## config.mk

```make
export PLATFORM = sky130hd
export DESIGN_NAME = acc_top
export DESIGN_NICKNAME = d
export VERILOG_FILES = /design/src/acc_pkg.sv /design/src/acc_cmp_if.sv /design/src/acc_front.sv /design/src/acc_edge.sv /design/src/acc_top.sv
export SDC_FILE = /design/constraint.sdc
export NUM_CORES = 1
export LEC_CHECK = 0
export BUFFER_PORTS_ARGS = -buffer_cell sky130_fd_sc_hd__buf_2
export CAP_MARGIN = 20
export CORE_UTILIZATION = 35
export CTS_CLUSTER_SIZE = 16
export DETAILED_ROUTE_END_ITERATION = 6
export GPL_TIMING_DRIVEN = 0
export PLACE_DENSITY = 0.67
export SETUP_SLACK_MARGIN = 0.02
export SYNTH_ARGS = -nofsm -noshare
export SYNTH_HDL_FRONTEND = slang
export SYNTH_SLANG_ARGS = --single-unit
```

## constraint.sdc

```tcl
create_clock -name i_clock -period 4.9 [get_ports i_clock]
set_input_delay 0.245 -clock i_clock [delete_from_list [all_inputs] [get_ports i_clock]]
set_output_delay 0.245 -clock i_clock [all_outputs]
set_load 0.01 [all_outputs]
```

## src/acc_pkg.sv

```systemverilog
// constants, register map and shared types of the analog compare control block
// assumes a 32-bit AHB-Lite bus with word-only transfers and one clock domain
package acc_pkg;

	localparam int ACC_DATA_W = 32;
	localparam int ACC_IDX_LSB = 2;
	localparam int ACC_IDX_W = 8;

	// register indices; byte address is four times the index
	localparam logic [7:0] ACC_IDX_CMP_CS = 8'h50;
	localparam logic [7:0] ACC_IDX_CONV_CS_B = 8'h7b;
	localparam logic [7:0] ACC_IDX_AUX = 8'h70;
	localparam logic [7:0] ACC_IDX_IRQ_STATUS = 8'h71;
	localparam logic [7:0] ACC_IDX_IRQ_MASK = 8'h72;

	// comparator control status fields
	localparam int ACC_CS_POWER_OFF = 7;
	localparam int ACC_CS_BANDGAP = 6;
	localparam int ACC_CS_OUT = 5;
	localparam int ACC_CS_FLAG = 4;
	localparam int ACC_CS_IRQ_EN = 3;
	localparam int ACC_CS_CAPTURE = 2;
	localparam int ACC_CS_MODE_HI = 1;
	localparam int ACC_CS_MODE_LO = 0;
	localparam logic [7:0] ACC_CS_RESET = 8'h00;

	// converter control status b fields
	localparam int ACC_CSB_MUX_EN = 6;
	localparam int ACC_CSB_TRIG_LSB = 0;
	localparam int ACC_CSB_TRIG_W = 3;
	localparam logic [7:0] ACC_CSB_RESET = 8'h00;

	// auxiliary control fields
	localparam int ACC_AUX_CONV_EN = 0;
	localparam int ACC_AUX_CHAN_LSB = 1;
	localparam int ACC_AUX_CHAN_W = 3;
	localparam int ACC_AUX_PWR_RED = 4;
	localparam int ACC_AUX_GIE = 5;
	localparam logic [5:0] ACC_AUX_RESET = 6'h00;

	// interrupt status and mask fields
	localparam int ACC_IRQ_W = 2;
	localparam int ACC_IRQ_EVENT = 0;
	localparam int ACC_IRQ_TOGGLE = 1;
	localparam logic [1:0] ACC_IRQ_MASK_RESET = 2'h0;
	localparam logic [1:0] ACC_IRQ_STATUS_RESET = 2'h0;

	// event mode encodings
	localparam logic [1:0] ACC_MODE_TOGGLE = 2'h0;
	localparam logic [1:0] ACC_MODE_RESERVED = 2'h1;
	localparam logic [1:0] ACC_MODE_FALL = 2'h2;
	localparam logic [1:0] ACC_MODE_RISE = 2'h3;

	localparam int ACC_CHANNELS = 8;

	typedef enum logic [2:0] {
		ACC_REG_NONE,
		ACC_REG_CS,
		ACC_REG_CSB,
		ACC_REG_AUX,
		ACC_REG_STAT,
		ACC_REG_MASK
	} acc_reg_t;

	function automatic acc_reg_t acc_decode(input logic [ACC_DATA_W-1:0] addr);
		acc_reg_t r;
		r = ACC_REG_NONE;
		if (addr[ACC_DATA_W-1:ACC_IDX_LSB+ACC_IDX_W] == '0 && addr[ACC_IDX_LSB-1:0] == 2'h0)
		begin
			unique case (addr[ACC_IDX_LSB +: ACC_IDX_W])
				ACC_IDX_CMP_CS: r = ACC_REG_CS;
				ACC_IDX_CONV_CS_B: r = ACC_REG_CSB;
				ACC_IDX_AUX: r = ACC_REG_AUX;
				ACC_IDX_IRQ_STATUS: r = ACC_REG_STAT;
				ACC_IDX_IRQ_MASK: r = ACC_REG_MASK;
				default: r = ACC_REG_NONE;
			endcase
		end
		return r;
	endfunction

endpackage

```

## src/acc_cmp_if.sv

```systemverilog
// signals shared between the comparator front end, the synchroniser and the control core
// assumes all users sit on the system clock
interface acc_cmp_if;
	logic raw;
	logic [1:0] mode;
	logic sync_out;
	logic toggled;
	logic event_hit;
	modport front (output raw);
	modport edge_det (input raw, input mode, output sync_out, output toggled, output event_hit);
	modport ctrl (input sync_out, input toggled, input event_hit, output mode);
endinterface

```

## src/acc_front.sv

```systemverilog
// comparator front end: input selection and the raw comparison
// assumes analog levels arrive as unsigned codes of equal width
module acc_front
	import acc_pkg::*;
#(
	parameter int VOLT_W = 10
)
(
	input wire logic [VOLT_W-1:0] i_positive_input_pin,
	input wire logic [VOLT_W-1:0] i_negative_input_pin,
	input wire logic [ACC_CHANNELS*VOLT_W-1:0] i_converter_input_pins,
	input wire logic [VOLT_W-1:0] i_bandgap_level,
	input wire logic i_bandgap_select,
	input wire logic i_mux_route,
	input wire logic [ACC_AUX_CHAN_W-1:0] i_channel_select,
	input wire logic i_power_off,
	acc_cmp_if.front link
);
	logic [VOLT_W-1:0] pos_level;
	logic [VOLT_W-1:0] neg_level;

	always_comb
	begin
		pos_level = i_bandgap_select ? i_bandgap_level : i_positive_input_pin;
		neg_level = i_negative_input_pin;
		if (i_mux_route)
		begin
			neg_level = i_converter_input_pins[i_channel_select*VOLT_W +: VOLT_W];
		end
	end

	// an unpowered comparator yields a quiet low output
	assign link.raw = !i_power_off && (pos_level > neg_level);
endmodule

```

## src/acc_edge.sv

```systemverilog
// synchroniser for the raw comparator result and event detection on its output
// assumes raw may change at any moment relative to the clock
module acc_edge
	import acc_pkg::*;
(
	input wire logic i_clock,
	input wire logic i_rst_n,
	acc_cmp_if.edge_det link
);
	logic sync_meta;
	logic sync_out;
	logic prev_out;

	always_ff @(posedge i_clock)
	begin
		if (!i_rst_n)
		begin
			sync_meta <= 1'b0;
			sync_out <= 1'b0;
		end
		else
		begin
			sync_meta <= link.raw;
			sync_out <= sync_meta;
		end
	end

	always_ff @(posedge i_clock)
	begin
		if (!i_rst_n)
			prev_out <= 1'b0;
		else
			prev_out <= sync_out;
	end

	assign link.sync_out = sync_out;
	assign link.toggled = sync_out ^ prev_out;

	always_comb
	begin
		unique case (link.mode)
			ACC_MODE_TOGGLE: link.event_hit = sync_out ^ prev_out;
			ACC_MODE_RESERVED: link.event_hit = 1'b0;
			ACC_MODE_FALL: link.event_hit = prev_out && !sync_out;
			ACC_MODE_RISE: link.event_hit = sync_out && !prev_out;
		endcase
	end
endmodule

```

## src/acc_top.sv

```systemverilog
// analog compare control: register slave on AHB-Lite, comparator routing, event flag,
// interrupt request, capture trigger and a masked summary interrupt
// assumes single word transfers, one master and the system clock for everything
module acc_top
	import acc_pkg::*;
#(
	parameter int VOLT_W = 10,
	// arbitrary plain default for the internal reference level
	parameter logic [VOLT_W-1:0] BANDGAP_LEVEL = VOLT_W'(1) << (VOLT_W - 2)
)
(
	input wire logic i_clock,
	input wire logic i_rst_n,
	input wire logic i_hsel,
	input wire logic [ACC_DATA_W-1:0] i_haddr,
	input wire logic [1:0] i_htrans,
	input wire logic i_hwrite,
	input wire logic [2:0] i_hsize,
	input wire logic [ACC_DATA_W-1:0] i_hwdata,
	input wire logic i_hready,
	output logic [ACC_DATA_W-1:0] o_hrdata,
	output logic o_hreadyout,
	output logic o_hresp,
	input wire logic [VOLT_W-1:0] i_positive_input_pin,
	input wire logic [VOLT_W-1:0] i_negative_input_pin,
	input wire logic [ACC_CHANNELS*VOLT_W-1:0] i_converter_input_pins,
	input wire logic i_vector_ack,
	output logic o_compare_irq,
	output logic o_capture_trigger,
	output logic o_comparator_power_off,
	output logic o_converter_mux_lent,
	output logic [ACC_CSB_TRIG_W-1:0] o_converter_trigger_select,
	output logic o_irq
);
	if (VOLT_W < 2 || VOLT_W > 16)
	begin : g_bad_width
		$error("acc_top: VOLT_W must lie between 2 and 16");
	end

	acc_cmp_if link ();

	// control register contents
	logic power_off;
	logic bandgap_select;
	logic compare_event_flag;
	logic compare_irq_enable;
	logic capture_trigger_enable;
	logic [1:0] event_mode;
	logic comparator_mux_enable;
	logic [ACC_CSB_TRIG_W-1:0] trigger_select;
	logic converter_enable;
	logic [ACC_AUX_CHAN_W-1:0] channel_select;
	logic converter_power_reduction;
	logic global_irq_enable;
	logic [ACC_IRQ_W-1:0] irq_status;
	logic [ACC_IRQ_W-1:0] irq_mask;

	// bus pipeline
	logic dp_valid;
	logic dp_write;
	acc_reg_t dp_reg;
	acc_reg_t ap_reg;
	logic ap_take;
	logic ap_read;
	logic wr_cs;
	logic wr_csb;
	logic wr_aux;
	logic wr_mask;
	logic [7:0] wbyte;
	logic mux_route;
	logic next_flag;
	logic [ACC_IRQ_W-1:0] next_status;
	logic [ACC_IRQ_W-1:0] irq_events;
	logic [ACC_DATA_W-1:0] read_value;

	assign mux_route = comparator_mux_enable && !converter_enable;

	acc_front #(
		.VOLT_W(VOLT_W)
	) u_front (
		.i_positive_input_pin(i_positive_input_pin),
		.i_negative_input_pin(i_negative_input_pin),
		.i_converter_input_pins(i_converter_input_pins),
		.i_bandgap_level(BANDGAP_LEVEL),
		.i_bandgap_select(bandgap_select),
		.i_mux_route(mux_route),
		.i_channel_select(channel_select),
		.i_power_off(power_off),
		.link(link.front)
	);

	acc_edge u_edge (
		.i_clock(i_clock),
		.i_rst_n(i_rst_n),
		.link(link.edge_det)
	);

	assign link.mode = event_mode;

	// address phase
	assign ap_take = i_hsel && i_hready && i_htrans[1];
	assign ap_reg = acc_decode(i_haddr);
	assign ap_read = ap_take && !i_hwrite;

	always_ff @(posedge i_clock)
	begin
		if (!i_rst_n)
		begin
			dp_valid <= 1'b0;
			dp_write <= 1'b0;
			dp_reg <= ACC_REG_NONE;
		end
		else if (i_hready)
		begin
			dp_valid <= ap_take;
			// only whole words are written; narrower writes are dropped
			dp_write <= ap_take && i_hwrite && (i_hsize == 3'h2);
			dp_reg <= ap_reg;
		end
	end

	// data phase write strobes
	assign wbyte = i_hwdata[7:0];
	assign wr_cs = dp_valid && dp_write && (dp_reg == ACC_REG_CS);
	assign wr_csb = dp_valid && dp_write && (dp_reg == ACC_REG_CSB);
	assign wr_aux = dp_valid && dp_write && (dp_reg == ACC_REG_AUX);
	assign wr_mask = dp_valid && dp_write && (dp_reg == ACC_REG_MASK);

	// ready is held low during reset; after reset the slave never stalls and never errors
	always_ff @(posedge i_clock)
	begin
		if (!i_rst_n)
		begin
			o_hreadyout <= 1'b0;
			o_hresp <= 1'b0;
		end
		else
		begin
			o_hreadyout <= 1'b1;
			o_hresp <= 1'b0;
		end
	end

	always_ff @(posedge i_clock)
	begin
		if (!i_rst_n)
		begin
			power_off <= ACC_CS_RESET[ACC_CS_POWER_OFF];
			bandgap_select <= ACC_CS_RESET[ACC_CS_BANDGAP];
			compare_irq_enable <= ACC_CS_RESET[ACC_CS_IRQ_EN];
			capture_trigger_enable <= ACC_CS_RESET[ACC_CS_CAPTURE];
			event_mode <= ACC_CS_RESET[ACC_CS_MODE_HI:ACC_CS_MODE_LO];
		end
		else if (wr_cs)
		begin
			power_off <= wbyte[ACC_CS_POWER_OFF];
			bandgap_select <= wbyte[ACC_CS_BANDGAP];
			compare_irq_enable <= wbyte[ACC_CS_IRQ_EN];
			capture_trigger_enable <= wbyte[ACC_CS_CAPTURE];
			event_mode <= wbyte[ACC_CS_MODE_HI:ACC_CS_MODE_LO];
		end
	end

	always_ff @(posedge i_clock)
	begin
		if (!i_rst_n)
		begin
			comparator_mux_enable <= ACC_CSB_RESET[ACC_CSB_MUX_EN];
			trigger_select <= ACC_CSB_RESET[ACC_CSB_TRIG_LSB +: ACC_CSB_TRIG_W];
		end
		else if (wr_csb)
		begin
			comparator_mux_enable <= wbyte[ACC_CSB_MUX_EN];
			trigger_select <= wbyte[ACC_CSB_TRIG_LSB +: ACC_CSB_TRIG_W];
		end
	end

	always_ff @(posedge i_clock)
	begin
		if (!i_rst_n)
		begin
			converter_enable <= ACC_AUX_RESET[ACC_AUX_CONV_EN];
			channel_select <= ACC_AUX_RESET[ACC_AUX_CHAN_LSB +: ACC_AUX_CHAN_W];
			converter_power_reduction <= ACC_AUX_RESET[ACC_AUX_PWR_RED];
			global_irq_enable <= ACC_AUX_RESET[ACC_AUX_GIE];
		end
		else if (wr_aux)
		begin
			converter_enable <= wbyte[ACC_AUX_CONV_EN];
			channel_select <= wbyte[ACC_AUX_CHAN_LSB +: ACC_AUX_CHAN_W];
			// stored only; the routing does not wait for it
			converter_power_reduction <= wbyte[ACC_AUX_PWR_RED];
			global_irq_enable <= wbyte[ACC_AUX_GIE];
		end
	end

	// event flag: a new event outweighs a clear in the same cycle
	always_comb
	begin
		next_flag = compare_event_flag;
		if ((wr_cs && wbyte[ACC_CS_FLAG]) || i_vector_ack)
			next_flag = 1'b0;
		if (link.event_hit)
			next_flag = 1'b1;
	end

	always_ff @(posedge i_clock)
	begin
		if (!i_rst_n)
			compare_event_flag <= ACC_CS_RESET[ACC_CS_FLAG];
		else
			compare_event_flag <= next_flag;
	end

	// sticky interrupt status, cleared by reading it
	always_comb
	begin
		irq_events = '0;
		irq_events[ACC_IRQ_EVENT] = link.event_hit;
		irq_events[ACC_IRQ_TOGGLE] = link.toggled;
		next_status = irq_status;
		if (ap_read && ap_reg == ACC_REG_STAT)
			next_status = '0;
		next_status = next_status | irq_events;
	end

	always_ff @(posedge i_clock)
	begin
		if (!i_rst_n)
			irq_status <= ACC_IRQ_STATUS_RESET;
		else
			irq_status <= next_status;
	end

	always_ff @(posedge i_clock)
	begin
		if (!i_rst_n)
			irq_mask <= ACC_IRQ_MASK_RESET;
		else if (wr_mask)
			irq_mask <= wbyte[ACC_IRQ_W-1:0];
	end

	// read data is prepared in the address phase so it leaves a flop
	always_comb
	begin
		read_value = '0;
		unique case (ap_reg)
			ACC_REG_CS:
			begin
				read_value[ACC_CS_POWER_OFF] = power_off;
				read_value[ACC_CS_BANDGAP] = bandgap_select;
				read_value[ACC_CS_OUT] = link.sync_out;
				read_value[ACC_CS_FLAG] = compare_event_flag;
				read_value[ACC_CS_IRQ_EN] = compare_irq_enable;
				read_value[ACC_CS_CAPTURE] = capture_trigger_enable;
				read_value[ACC_CS_MODE_HI:ACC_CS_MODE_LO] = event_mode;
			end
			ACC_REG_CSB:
			begin
				read_value[ACC_CSB_MUX_EN] = comparator_mux_enable;
				read_value[ACC_CSB_TRIG_LSB +: ACC_CSB_TRIG_W] = trigger_select;
			end
			ACC_REG_AUX:
			begin
				read_value[ACC_AUX_CONV_EN] = converter_enable;
				read_value[ACC_AUX_CHAN_LSB +: ACC_AUX_CHAN_W] = channel_select;
				read_value[ACC_AUX_PWR_RED] = converter_power_reduction;
				read_value[ACC_AUX_GIE] = global_irq_enable;
			end
			ACC_REG_STAT: read_value[ACC_IRQ_W-1:0] = irq_status;
			ACC_REG_MASK: read_value[ACC_IRQ_W-1:0] = irq_mask;
			ACC_REG_NONE: read_value = '0;
		endcase
	end

	always_ff @(posedge i_clock)
	begin
		if (!i_rst_n)
			o_hrdata <= '0;
		else if (ap_read)
			o_hrdata <= read_value;
	end

	// request trails the flag by one cycle
	always_ff @(posedge i_clock)
	begin
		if (!i_rst_n)
			o_compare_irq <= 1'b0;
		else
			o_compare_irq <= compare_event_flag && compare_irq_enable && global_irq_enable;
	end

	always_ff @(posedge i_clock)
	begin
		if (!i_rst_n)
			o_capture_trigger <= 1'b0;
		else
			o_capture_trigger <= capture_trigger_enable && link.sync_out;
	end

	always_ff @(posedge i_clock)
	begin
		if (!i_rst_n)
			o_irq <= 1'b0;
		else
			o_irq <= |(irq_status & irq_mask);
	end

	always_ff @(posedge i_clock)
	begin
		if (!i_rst_n)
		begin
			o_comparator_power_off <= 1'b0;
			o_converter_mux_lent <= 1'b0;
			o_converter_trigger_select <= '0;
		end
		else
		begin
			o_comparator_power_off <= power_off;
			// tells the converter its multiplexer serves the comparator
			o_converter_mux_lent <= mux_route;
			o_converter_trigger_select <= trigger_select;
		end
	end
endmodule

```

# Yosys cells after proc, flatten, opt, wreduce, memory -nomap -nowiden
# Index checks and enable logic that the tools add are counted.
[totals]
regBits = 46
input_bits = 175
out_inout_bits = 42
word_cells = 98
[classes]
mul = 1
n_lt_le_gt_ge = 1
eq_ne = 18
n_shift = 1
mux = 14
bitwise_logic = 3
n_reduce_logical = 32
[ops]
columns = ["operator", "count"]
rows = [
  ["indexed part select 80 x 8 -> 10 bit", 1],
  ["== test 8 x 7 -> 1 bit (second input constant)", 5],
  ["logical NOT 22 bit", 1],
  ["logical AND 1 bit", 20],
  ["2-to-1 mux 10 bit", 2],
  ["== test 3 x 2 -> 1 bit (second input constant)", 5],
  ["case mux 3 bit (5 select lines)", 1],
  ["case mux 2 bit (6 select lines)", 1],
  ["> comparator 10 bit", 1],
  ["== test 3 bit (second input constant)", 3],
  ["== test 3 x 1 -> 1 bit (second input constant)", 2],
  ["multiplier 3 x 3 -> 6 bit (second input constant)", 1],
  ["case mux 3 bit (2 select lines)", 1],
  ["logical NOT 1 bit", 5],
  ["== test 2 bit (second input constant)", 2],
  ["logical NOT 2 bit", 2],
  ["2-to-1 mux 1 bit", 4],
  ["case mux 1 bit (4 select lines)", 1],
  ["logical NOT 3 bit", 1],
  ["2-to-1 mux 3 bit", 1],
  ["case mux 1 bit (3 select lines)", 1],
  ["bitwise AND 2 bit", 1],
  ["== test 2 x 1 -> 1 bit (second input constant)", 1],
  ["2-to-1 mux 2 bit", 1],
  ["other kinds (6)", 6],
]

# Logic depth before layout (Yosys ltp)
# Gate-level depths: netlist of the first run.
[depth]
word_depth = 7
ltp_mapped = 11
ltp_nobuf = 10

# By module
# A second synthesis of the first run with hierarchy kept.
[unflattened]
cells_unflattened = 338
area_unflattened_um2 = 3423.3
[by_module_without_submodules]
columns = ["mod", "n_inst", "cells_per_inst", "area_each_um2", "seq_area_each_um2"]
rows = [
  ["acc_top", 1, 229, 2197.1, 860.8],
  ["acc_front", 1, 94, 1073.5, 0.0],
  ["acc_edge", 1, 15, 152.6, 60.1],
]

# Worst setup path after synthesis of the first run
# No wires, ideal clock.
[synth_path]
path_kind = "register to register"
startpoint = "register channel_select[0]"
endpoint = "register u_edge.sync_meta"
setup_ps = 117
arrival_ps = 2373
required_time_ps = 4783
path_slack_ps = 2410
path_stages_with_launch = 12
path_buffers = 1
period_less_slack_ps = 2490
cell_sequence = "dfxtp_1 buf_4 mux4_2 mux2i_1 nor2_1 a21oi_1 ha_1 a21o_1 a21o_1 a21oi_1 o211ai_1 and4b_1"
[synth_via]
elab_chain_cells = 5
[synth_lines]
columns = ["item", "line", "source"]
rows = [
  ["start, declared", "acc_top.sv:52", "logic [ACC_AUX_CHAN_W-1:0] channel_select;"],
  ["start signal, assigned", "acc_top.sv:183", "channel_select <= ACC_AUX_RESET[ACC_AUX_CHAN_LSB +: ACC_AUX_CHAN_W];"],
  ["start signal, assigned", "acc_top.sv:190", "channel_select <= wbyte[ACC_AUX_CHAN_LSB +: ACC_AUX_CHAN_W];"],
  ["multiplier 3 x 3 -> 6 bit", "acc_front.sv:28", "neg_level = i_converter_input_pins[i_channel_select*VOLT_W +: VOLT_W];"],
  ["indexed part select 80 x 8 -> 10 bit", "acc_front.sv:28", ""],
  ["2-to-1 mux 10 bit", "acc_front.sv:26", "if (i_mux_route)"],
  ["> comparator 10 bit", "acc_front.sv:33", "assign link.raw = !i_power_off && (pos_level > neg_level);"],
  ["logical AND 1 bit", "acc_front.sv:33", ""],
  ["end signal, assigned", "acc_edge.sv:23", "sync_meta <= link.raw;"],
  ["end, declared", "acc_edge.sv:10", "logic sync_meta;"],
]
# Every way passes these cells.
# A chain may end at the register's enable or synchronous reset.

# Worst setup path after layout of the first run
[layout_path]
startpoint = "register channel_select[1]"
endpoint = "register u_edge.sync_meta"
# Same word-level chain as after synthesis.

==> impl_metrics.env, run 1 <==
export IMPL_holdBufCountCts=0
export IMPL_synth_top_cell_by_area="dfxtp_1"
export IMPL_start_util_pct=36.5
export IMPL_hold_class="input pin to register"
export IMPL_cp_arrival_ns=3.10
export IMPL_grtUsageTotal_pct=21.6
export IMPL_clock_skew_ns=0.00767
export IMPL_p_leak_uw=0.00204
export IMPL_die_area_sq_um=9620
export IMPL_power_uw=892
export IMPL_drc=8
export IMPL_synth_top_cells_by_count="46 x dfxtp_1, 42 x nor2_1, 29 x mux2i_1"
export IMPL_first_iter_violations=170
export IMPL_hold_viol_final=0
export IMPL_grt_overflow=0
export IMPL_syn_instance_count=338
export IMPL_r2r_start="channel_select[1]"
export IMPL_nFillCells=874
export IMPL_synth_top_area_share_pct=28.5
export IMPL_post_route_period_util_pct=59.0
export IMPL_min_from="i_rst_n"
export IMPL_firstDrtPassIters=7
export IMPL_cp_max_fo=10
export IMPL_synth_async_reset_ratio_pct=0
export IMPL_yosysWarnings=0
export IMPL_powerDensity_nw_per_um2=202
export IMPL_cts_tree="yes"
export IMPL_cts_max_level=2
export IMPL_fin_setup_tns_ns=0
export IMPL_violations="DRC"
export IMPL_grt_max_degree=16
export IMPL_post_drt_wl_per_cell_um=16.2
export IMPL_relSlewSlack_pct=54.3
export IMPL_ios=217
export IMPL_ys_ff_latch=46
export IMPL_setup_viol=0
export IMPL_multi_input_area_sq_um=2090
export IMPL_worst_ep_required_time_ns=5.11
export IMPL_drive_gt1_share_pct=45.2
export IMPL_synth_cell_types=55
export IMPL_ys_seq_area_share_pct=28.5
export IMPL_ff2ff_path_depth=11
export IMPL_antenna_left=0
export IMPL_synth_area_sq_um=3230
export IMPL_dp_hpwl_mm=8.68
export IMPL_clkTransAtPathRegs_ns=0.09
export IMPL_clk_latency_ns=0.31
export IMPL_min_path_cells=1
export IMPL_die_x_um=98.1
export IMPL_min_period_ns=2.89
export IMPL_final_nets=721
export IMPL_syn_to_final_growth_pct=36.8
export IMPL_rows=34
export IMPL_drt_total_wl_mm=10.4
export IMPL_worstSetupStartpointType="register"
export IMPL_core_area_sq_um=8850
export IMPL_vdd_drop_max_mv=0.111
export IMPL_holdPathEnd="o_hreadyout"
export IMPL_port_buffers=165
export IMPL_seq_area_sq_um=921
export IMPL_numCtsBuffers=5
export IMPL_clock_path_buffers=2
export IMPL_vias=3305
export IMPL_r2r_end="u_edge.sync_meta"
export IMPL_largest_reg_flops=8
export IMPL_status="finished, violations left"
export IMPL_synth_edf_count=0
export IMPL_r2r_slack_ns=2.01
export IMPL_cts_sinks=46
export IMPL_diodes=0
export IMPL_drv_cap=0
export IMPL_grt_pass1_vias=3252
export IMPL_cp_end_kind="register"
export IMPL_die_h_um=98.1
export IMPL_synth_top_flop_cell="dfxtp_1"
export IMPL_synth_most_common_cell="dfxtp_1"
export IMPL_slew_viol_final=0
export IMPL_top_register="o_hrdata"
export IMPL_avgSynthCellArea_sq_um=9.56
export IMPL_grt_pass1_wl_mm=16.3
export IMPL_ys_top_cells_by_area="dfxtp_1 29%, mux4_2 14%, mux2i_1 9.0%, buf_4 6.3%, nor2_1 4.9%"
export IMPL_fmax_mhz=346
export IMPL_vias_per_cell=5.14
export IMPL_post_cts_buffers=0
export IMPL_rsz0062_at_grt="no"
export IMPL_cts_root_buffer="clkbuf_8"
export IMPL_critical_path_class="register to register"
export IMPL_cts_resized=0
export IMPL_place_congestion=1.00
export IMPL_tightest_slew_ns=0.686
export IMPL_antenna_found_initial=0
[kinds of logic after synthesis]
kind of cell	after synthesis	synth area share, %
multiplexers	52	24.0
AND/OR/NAND/NOR	120	21.4
AO/OA/AOI/OAI	56	11.5
other	1	0.116
adder cells (fa/ha/maj)	12	4.65
buffers and inverters	50	9.57
flip-flops	46	28.5
XOR/XNOR	1	0.271
[per-layer routing]
metal	routed length, um	GRT usage (%)
met3	750	4.65
met1	4450	28.2
met5	0	0
met4	252	7.46
met2	5000	35.1
[report_power, final]
group	internal (uW)	switching, uW
Sequential	379	2.88
Combinational	91.6	73.7
Clock	204	141
[how the worst max path moves through the flow]
stage | from | end | slack [ns]
2_1_floorplan | channel_select[0] | u_edge.sync_meta | 2.41
3_3_place_gp | channel_select[1] | u_edge.sync_meta | 2.10
3_5_place_dp | channel_select[1] | u_edge.sync_meta | 2.01
4_1_cts | channel_select[1] | u_edge.sync_meta | 2.01
5_1_grt | channel_select[1] | u_edge.sync_meta | 1.89
6_report | channel_select[1] | u_edge.sync_meta | 2.01
[worst max-delay path, cell delays in order (launching register included)]
cell	delay (ns)
dfxtp_1	0.39
buf_1	0.51
mux4_2	0.41
mux2i_1	0.19
nor2_1	0.06
a21oi_1	0.14
ha_1	0.26
a21o_1	0.17
a21o_1	0.17
a21oi_1	0.18
o211ai_1	0.11
and4b_1	0.21
[placed cells by master, fill, tap and decap left out, types with 2 or more instances in the layout]
cell,count
mux2i_1,29
bufinv_16,2
o21ai_0,8
mux2_2,3
dfxtp_1,46
and4b_1,2
a31oi_1,2
and3_1,2
o211ai_1,3
o211ai_2,2
conb_1,25
buf_4,27
nand3_1,12
clkbuf_8,6
a221oi_1,3
mux4_2,20
nand4b_1,2
nor4_2,4
nor2_1,42
inv_1,8
buf_2,167
a21oi_1,22
nor2b_1,11
clkbuf_1,10
and4_1,3
nor4_1,3
a21o_1,3
nor3_1,3
ha_1,12
nand4_1,4
a22oi_1,2
and2_1,5
nand2_1,10
nand2b_1,7
o31ai_1,3
[stage by stage]
step | util [%] | worst slack (ns) | area, sq um | std cells | hold slack [ns]
5_1_grt | 49.9 | 1.89 | 4420 | 643 | 0.165
2_1_floorplan | - | 2.41 | 3320 | 362 | 0.273
6_report | 49.9 | 2.01 | 4420 | 643 | 0.170
3_3_place_gp | 48.4 | 2.10 | 4280 | 635 | 0.427
4_1_cts | 49.9 | 2.01 | 4420 | 643 | 0.165
3_5_place_dp | 48.4 | 2.01 | 4280 | 635 | 0.424
[cell type report]
class / count / area share, %
inverters: 8 / 0.680
plain buffers: 42 / 6.31
well taps: 108 / 3.06
multi-input cells: 266 / 47.3
clock buffers: 5 / 1.56
repair buffers: 165 / 18.7
clock inverters: 3 / 1.56
flip-flops and latches: 46 / 20.8
(Power assumes the default switching activity.)
==> run 2, diff against run 1 <==
--- a/config.mk
+++ b/config.mk
@@ -11,7 +11,7 @@
 export CTS_CLUSTER_SIZE = 16
 export DETAILED_ROUTE_END_ITERATION = 6
 export GPL_TIMING_DRIVEN = 0
-export PLACE_DENSITY = 0.67
+export PLACE_DENSITY = 0.7
 export SETUP_SLACK_MARGIN = 0.02
 export SYNTH_ARGS = -nofsm -noshare
 export SYNTH_HDL_FRONTEND = slang
==> constraint.sdc (replaced) <==
create_clock -name i_clock -period 2.35 [get_ports i_clock]
set_input_delay 0.1175 -clock i_clock [delete_from_list [all_inputs] [get_ports i_clock]]
set_output_delay 0.1175 -clock i_clock [all_outputs]
set_load 0.01 [all_outputs]
==> run 2 against run 1 <==
  * The run ends with DRC, setup timing left
  * Clock power rose by 48%
  * Global-route usage hardly changed
  * Routed wire length increased by 1.1%
  * Sequential power rose by 110%
  * Utilization rose by 0.42 points
  * Via count fell by 0.61%
==> impl_metrics.env, run 2 (same netlist as run 1, synthesis figures left out) <==
export IMPL_status="finished, violations left"
export IMPL_violations="DRC, setup timing"
export IMPL_clkTransAtPathRegs_ns=0.10
export IMPL_largest_reg_flops=8
export IMPL_ios=217
export IMPL_global_route_peak_usage_layer="met2"
export IMPL_powerDensity_nw_per_um2=372
export IMPL_antenna_found_initial=0
export IMPL_grt_pass1_vias=3171
export IMPL_post_route_period_util_pct=109
export IMPL_cts_max_level=2
export IMPL_rsz0062_at_grt="yes"
export IMPL_use_met2_pct=34.8
export IMPL_cp_end_kind="register"
export IMPL_cts_sinks=46
export IMPL_grt_pass1_wl_mm=16.2
export IMPL_rows=34
export IMPL_slew_viol_final=0
export IMPL_critPathCapture="u_edge.sync_meta"
export IMPL_critical_path_class="register to register"
export IMPL_vias_per_cell=5.06
export IMPL_grtUsageTotal_pct=21.5
export IMPL_diodes=0
export IMPL_p_leak_uw=0.00206
export IMPL_place_congestion=0.978
export IMPL_drt_total_wl_mm=10.6
export IMPL_core_area_sq_um=8850
export IMPL_min_period_ns=2.55
export IMPL_r2r_start="channel_select[0]"
export IMPL_worst_ep_required_time_ns=2.56
export IMPL_start_util_pct=36.5
export IMPL_numCtsBuffers=5
export IMPL_grt_use_met1_pct=30.0
export IMPL_setup_viol=1
export IMPL_clock_path_buffers=2
export IMPL_drive_gt1_share_pct=47.0
export IMPL_relSlewSlack_pct=63.0
export IMPL_die_x_um=98.1
export IMPL_setup_ws_ns=-0.202
export IMPL_fin_setup_tns_ns=-0.202
export IMPL_syn_to_final_growth_pct=38.0
export IMPL_cts_root_buffer="clkbuf_8"
export IMPL_antenna_left=0
export IMPL_firstDrtPassIters=7
export IMPL_cts_tree="yes"
export IMPL_post_route_util_pct=50.4
export IMPL_hold_class="input pin to register"
export IMPL_crit_path_start="channel_select[0]"
export IMPL_top_register="o_hrdata"
export IMPL_tightest_slew_ns=0.553
export IMPL_cp_arrival_ns=2.77
export IMPL_clock_skew_ns=0.00588
export IMPL_port_buffers=165
export IMPL_nFillCells=851
export IMPL_final_nets=727
export IMPL_post_drt_wl_per_cell_um=16.3
export IMPL_hold_viol_final=0
export IMPL_grt_max_degree=17
export IMPL_grt_use_met3_pct=3.94
export IMPL_drv_cap=0
export IMPL_cp_max_fo=6
export IMPL_fmax_mhz=392
export IMPL_vias=3285
export IMPL_ff2ff_path_depth=11
export IMPL_clk_latency_ns=0.31
export IMPL_die_area_sq_um=9620
export IMPL_vdd_drop_max_mv=0.235
export IMPL_die_h_um=98.1
export IMPL_r2r_slack_ns=-0.20
export IMPL_mostFrequentLayoutCell="buf_2"
export IMPL_drc=11
export IMPL_dp_hpwl_mm=8.82
export IMPL_worstSetupStartpointType="register"
export IMPL_first_iter_violations=177
export IMPL_grt_overflow=0
export IMPL_r2r_end="u_edge.sync_meta"
export IMPL_most_common_layout_cells="167 x buf_2, 45 x dfxtp_1, 42 x nor2_1, 32 x buf_4, 28 x mux2i_1"
run 2: stage by stage:
stage                     setup slack (ns)  area, sq um  std cells  total power [uW]  hold WS, ns
after floorplan                     0.0207         3330        362               983        0.145
after global placement              -0.358         4290        635              1150        0.366
after detailed placement            -0.408         4290        635              1150        0.375
after CTS                           -0.154         4430        646              1660       0.0490
after global routing                -0.304         4460        649              1730       0.0555
final                               -0.202         4460        649              1660       0.0535
run 2: final cells by class:
class                      count  area, sq um  area share [%]
clock buffer                   5         68.8            1.54
clock inverter                 3         22.5           0.505
buffer                        42          303            6.79
timing repair buffer         171          871            19.5
inverter                       8         30.0           0.674
sequential                    46          925            20.7
tap                          108          135            3.03
multi-input combinational    266         2100            47.2
run 2: worst min-delay path by stage:
stage                startpoint           endpoint  cells after the start
floorplan               i_rst_n        o_hreadyout                      0
global placement    i_hwdata[7]          power_off                      3
detailed placement  i_hwdata[5]  global_irq_enable                      3
CTS                 i_hwdata[5]  global_irq_enable                      3
global route            i_rst_n        o_hreadyout                      1
finish              i_hwdata[7]          power_off                      3
run 2: power by group:
part,switching [uW],internal [uW],leakage [uW]
clock network,298,214,0.0000451
logic,158,194,0.00165
registers,7.00,788,0.000373
run 2: what timing repair did:
action	CTS	global route
resized for setup	7	2
buffers inserted	3	3
pin swaps	1	2
endpoints found under the setup margin	1	1
hold buffers	0	0
run 2: routing by layer:
layer | share of wire [%] | vias up
met5 | 0 | -
met4 | 1.1 | 0
met3 | 6.1 | 13
met2 | 48 | 112
met1 | 45 | 1553
li1 | - | 1607
run 2: worst max-delay path, stage by stage, from the launching register on:
cell      delay, ns
dfxtp_4        0.38
buf_12         0.11
mux4_2         0.50
mux2i_2        0.20
nor2_1         0.07
a21oi_1        0.16
ha_1           0.26
a21o_1         0.16
a21o_1         0.19
a21oi_2        0.16
o211ai_1       0.10
and4b_1        0.18
==> run 3, diff against run 2 <==
--- a/config.mk
+++ b/config.mk
@@ -12,6 +12,7 @@
 export DETAILED_ROUTE_END_ITERATION = 6
 export GPL_TIMING_DRIVEN = 0
 export PLACE_DENSITY = 0.7
+export REMOVE_ABC_BUFFERS = 1
 export SETUP_SLACK_MARGIN = 0.02
 export SYNTH_ARGS = -nofsm -noshare
 export SYNTH_HDL_FRONTEND = slang
==> run 3 against run 2 <==
  * The run still ends with DRC, setup timing left
  * Clock skew decreased by 0.0020 ns
  * Hold slack improved by 0.022 ns
  * Power increased by 0.77%
  * Sequential power about the same
  * Register-to-register slack improved by 0.03 ns
  * Critical path depth unchanged
  * Critical endpoint unchanged
==> impl_metrics.env, run 3 (same netlist as run 1, synthesis figures left out) <==
export IMPL_status="finished, violations left"
export IMPL_violations="DRC, setup timing"
export IMPL_dp_cells=596
export IMPL_crit_path_start="channel_select[0]"
export IMPL_vias_per_cell=5.13
export IMPL_place_congestion=0.924
export IMPL_grt_max_degree=31
export IMPL_critical_path_class="register to register"
export IMPL_clock_path_buffers=2
export IMPL_min_period_ns=2.53
export IMPL_antenna_found_initial=0
export IMPL_firstDrtPassIters=6
export IMPL_design_area_sq_um=4270
export IMPL_post_route_period_util_pct=108
export IMPL_cp_max_fo=6
export IMPL_power_uw=1670
export IMPL_core_area_sq_um=8850
export IMPL_most_common_layout_cells="167 x buf_2, 44 x dfxtp_1, 42 x nor2_1, 28 x mux2i_1, 25 x conb_1"
export IMPL_post_route_util_pct=48.2
export IMPL_top_register="o_hrdata"
export IMPL_post_drt_wl_per_cell_um=15.5
export IMPL_vias=3144
export IMPL_die_h_um=98.1
export IMPL_clock_skew_ns=0.00386
export IMPL_die_area_sq_um=9620
export IMPL_setup_ws_ns=-0.177
export IMPL_slew_viol_final=0
export IMPL_mostFrequentLayoutCell="buf_2"
export IMPL_worstSetupStartpointType="register"
export IMPL_drv_cap=0
export IMPL_place_ws_ns=-0.643
export IMPL_cp_arrival_ns=2.72
export IMPL_first_iter_violations=94
export IMPL_vdd_drop_max_mv=0.257
export IMPL_antenna_left=0
export IMPL_cts_tree="yes"
export IMPL_cp_end_kind="register"
export IMPL_p_leak_uw=0.00192
export IMPL_cts_sinks=46
export IMPL_grt_overflow=0
export IMPL_tightest_slew_ns=0.926
export IMPL_drt_total_wl_mm=9.50
export IMPL_drc=11
export IMPL_cts_max_level=2
export IMPL_ios=217
export IMPL_fmax_mhz=396
export IMPL_worst_ep_required_time_ns=2.54
export IMPL_hold_class="input pin to register"
export IMPL_grt_pass1_wl_mm=14.7
export IMPL_grt_pass1_vias=3016
export IMPL_port_buffers=166
export IMPL_finalNonFillerCells=613
export IMPL_grtUsageTotal_pct=19.3
export IMPL_min_from="i_hwdata[7]"
export IMPL_largest_reg_flops=8
export IMPL_dp_hpwl_mm=7.50
export IMPL_drive_gt1_share_pct=45.1
export IMPL_diodes=0
export IMPL_numCtsBuffers=5
export IMPL_rows=34
export IMPL_start_util_pct=36.5
export IMPL_r2r_start="channel_select[0]"
export IMPL_postPlaceCellArea_sq_um=4040
export IMPL_powerDensity_nw_per_um2=392
export IMPL_clkTransAtPathRegs_ns=0.08
export IMPL_cts_root_buffer="clkbuf_8"
export IMPL_hold_viol_final=0
export IMPL_rsz0062_at_grt="yes"
export IMPL_final_nets=691
export IMPL_relSlewSlack_pct=38.2
export IMPL_die_x_um=98.1
export IMPL_clk_latency_ns=0.29
export IMPL_syn_to_final_growth_pct=32.1
export IMPL_setup_viol=1
## run 3: critical path, stage by stage (launching register included)
cell and delay (ns):
dfxtp_4 0.42, buf_16 0.14, mux4_2 0.50, mux2i_1 0.15
nor2_1 0.06, a21oi_1 0.16, ha_1 0.27, a21o_1 0.16
a21o_1 0.18, a21oi_2 0.11, o211ai_1 0.09, and4b_1 0.19
## run 3: path summary, 6_finish.rpt
path                     endpoint  slack (ns)  cells after the start
min reg2reg  u_edge.link.sync_out        0.44                      1
min                     power_off        0.08                      3
max              u_edge.sync_meta       -0.18                     11
max reg2reg      u_edge.sync_meta       -0.18                     11
## run 3: area by class of cell
type,instances,area (sq um)
Clock buffer,6,72.6
Clock inverter,2,37.5
Fill cell,832,4580
Inverter,8,30.0
Multi-Input combinational cell,266,2110
Sequential cell,46,928
Tap cell,108,135
Timing Repair Buffer,177,958
## run 3: per-stage QoR
step	setup TNS [ns]	hold slack, ns
3_3_place_gp	-1.03	0.365
2_1_floorplan	-0.671	0.145
3_5_place_dp	-0.643	0.375
5_1_grt	-0.321	0.0775
4_1_cts	-0.190	0.0658
6_report	-0.177	0.0756
## run 3: timing repair
action                                 in CTS  in global routing
endpoints found under the hold margin       0                  0
resized for setup                           8                  4
hold buffers                                0                  0
cloned                                      1                  0
setup buffers                               7                  1
pin swaps                                   5                  6
setup endpoints to repair                   1                  1
## run 3: power by group
group / total, uW / internal, uW / switching (uW)
registers: 793 / 787 / 6.17
clock network: 572 / 317 / 255
logic: 308 / 164 / 144
total: 1670 / 1270 / 405
## run 3: layer usage
metal	wire length [um]	global-route usage [%]	vias up	part of all wire, %
met5	0	0	-	0
met4	140	4.90	0	1.5
met3	590	3.01	11	6.2
met2	4830	34.0	117	51
met1	3940	24.5	1481	41
li1	-	-	1535	-
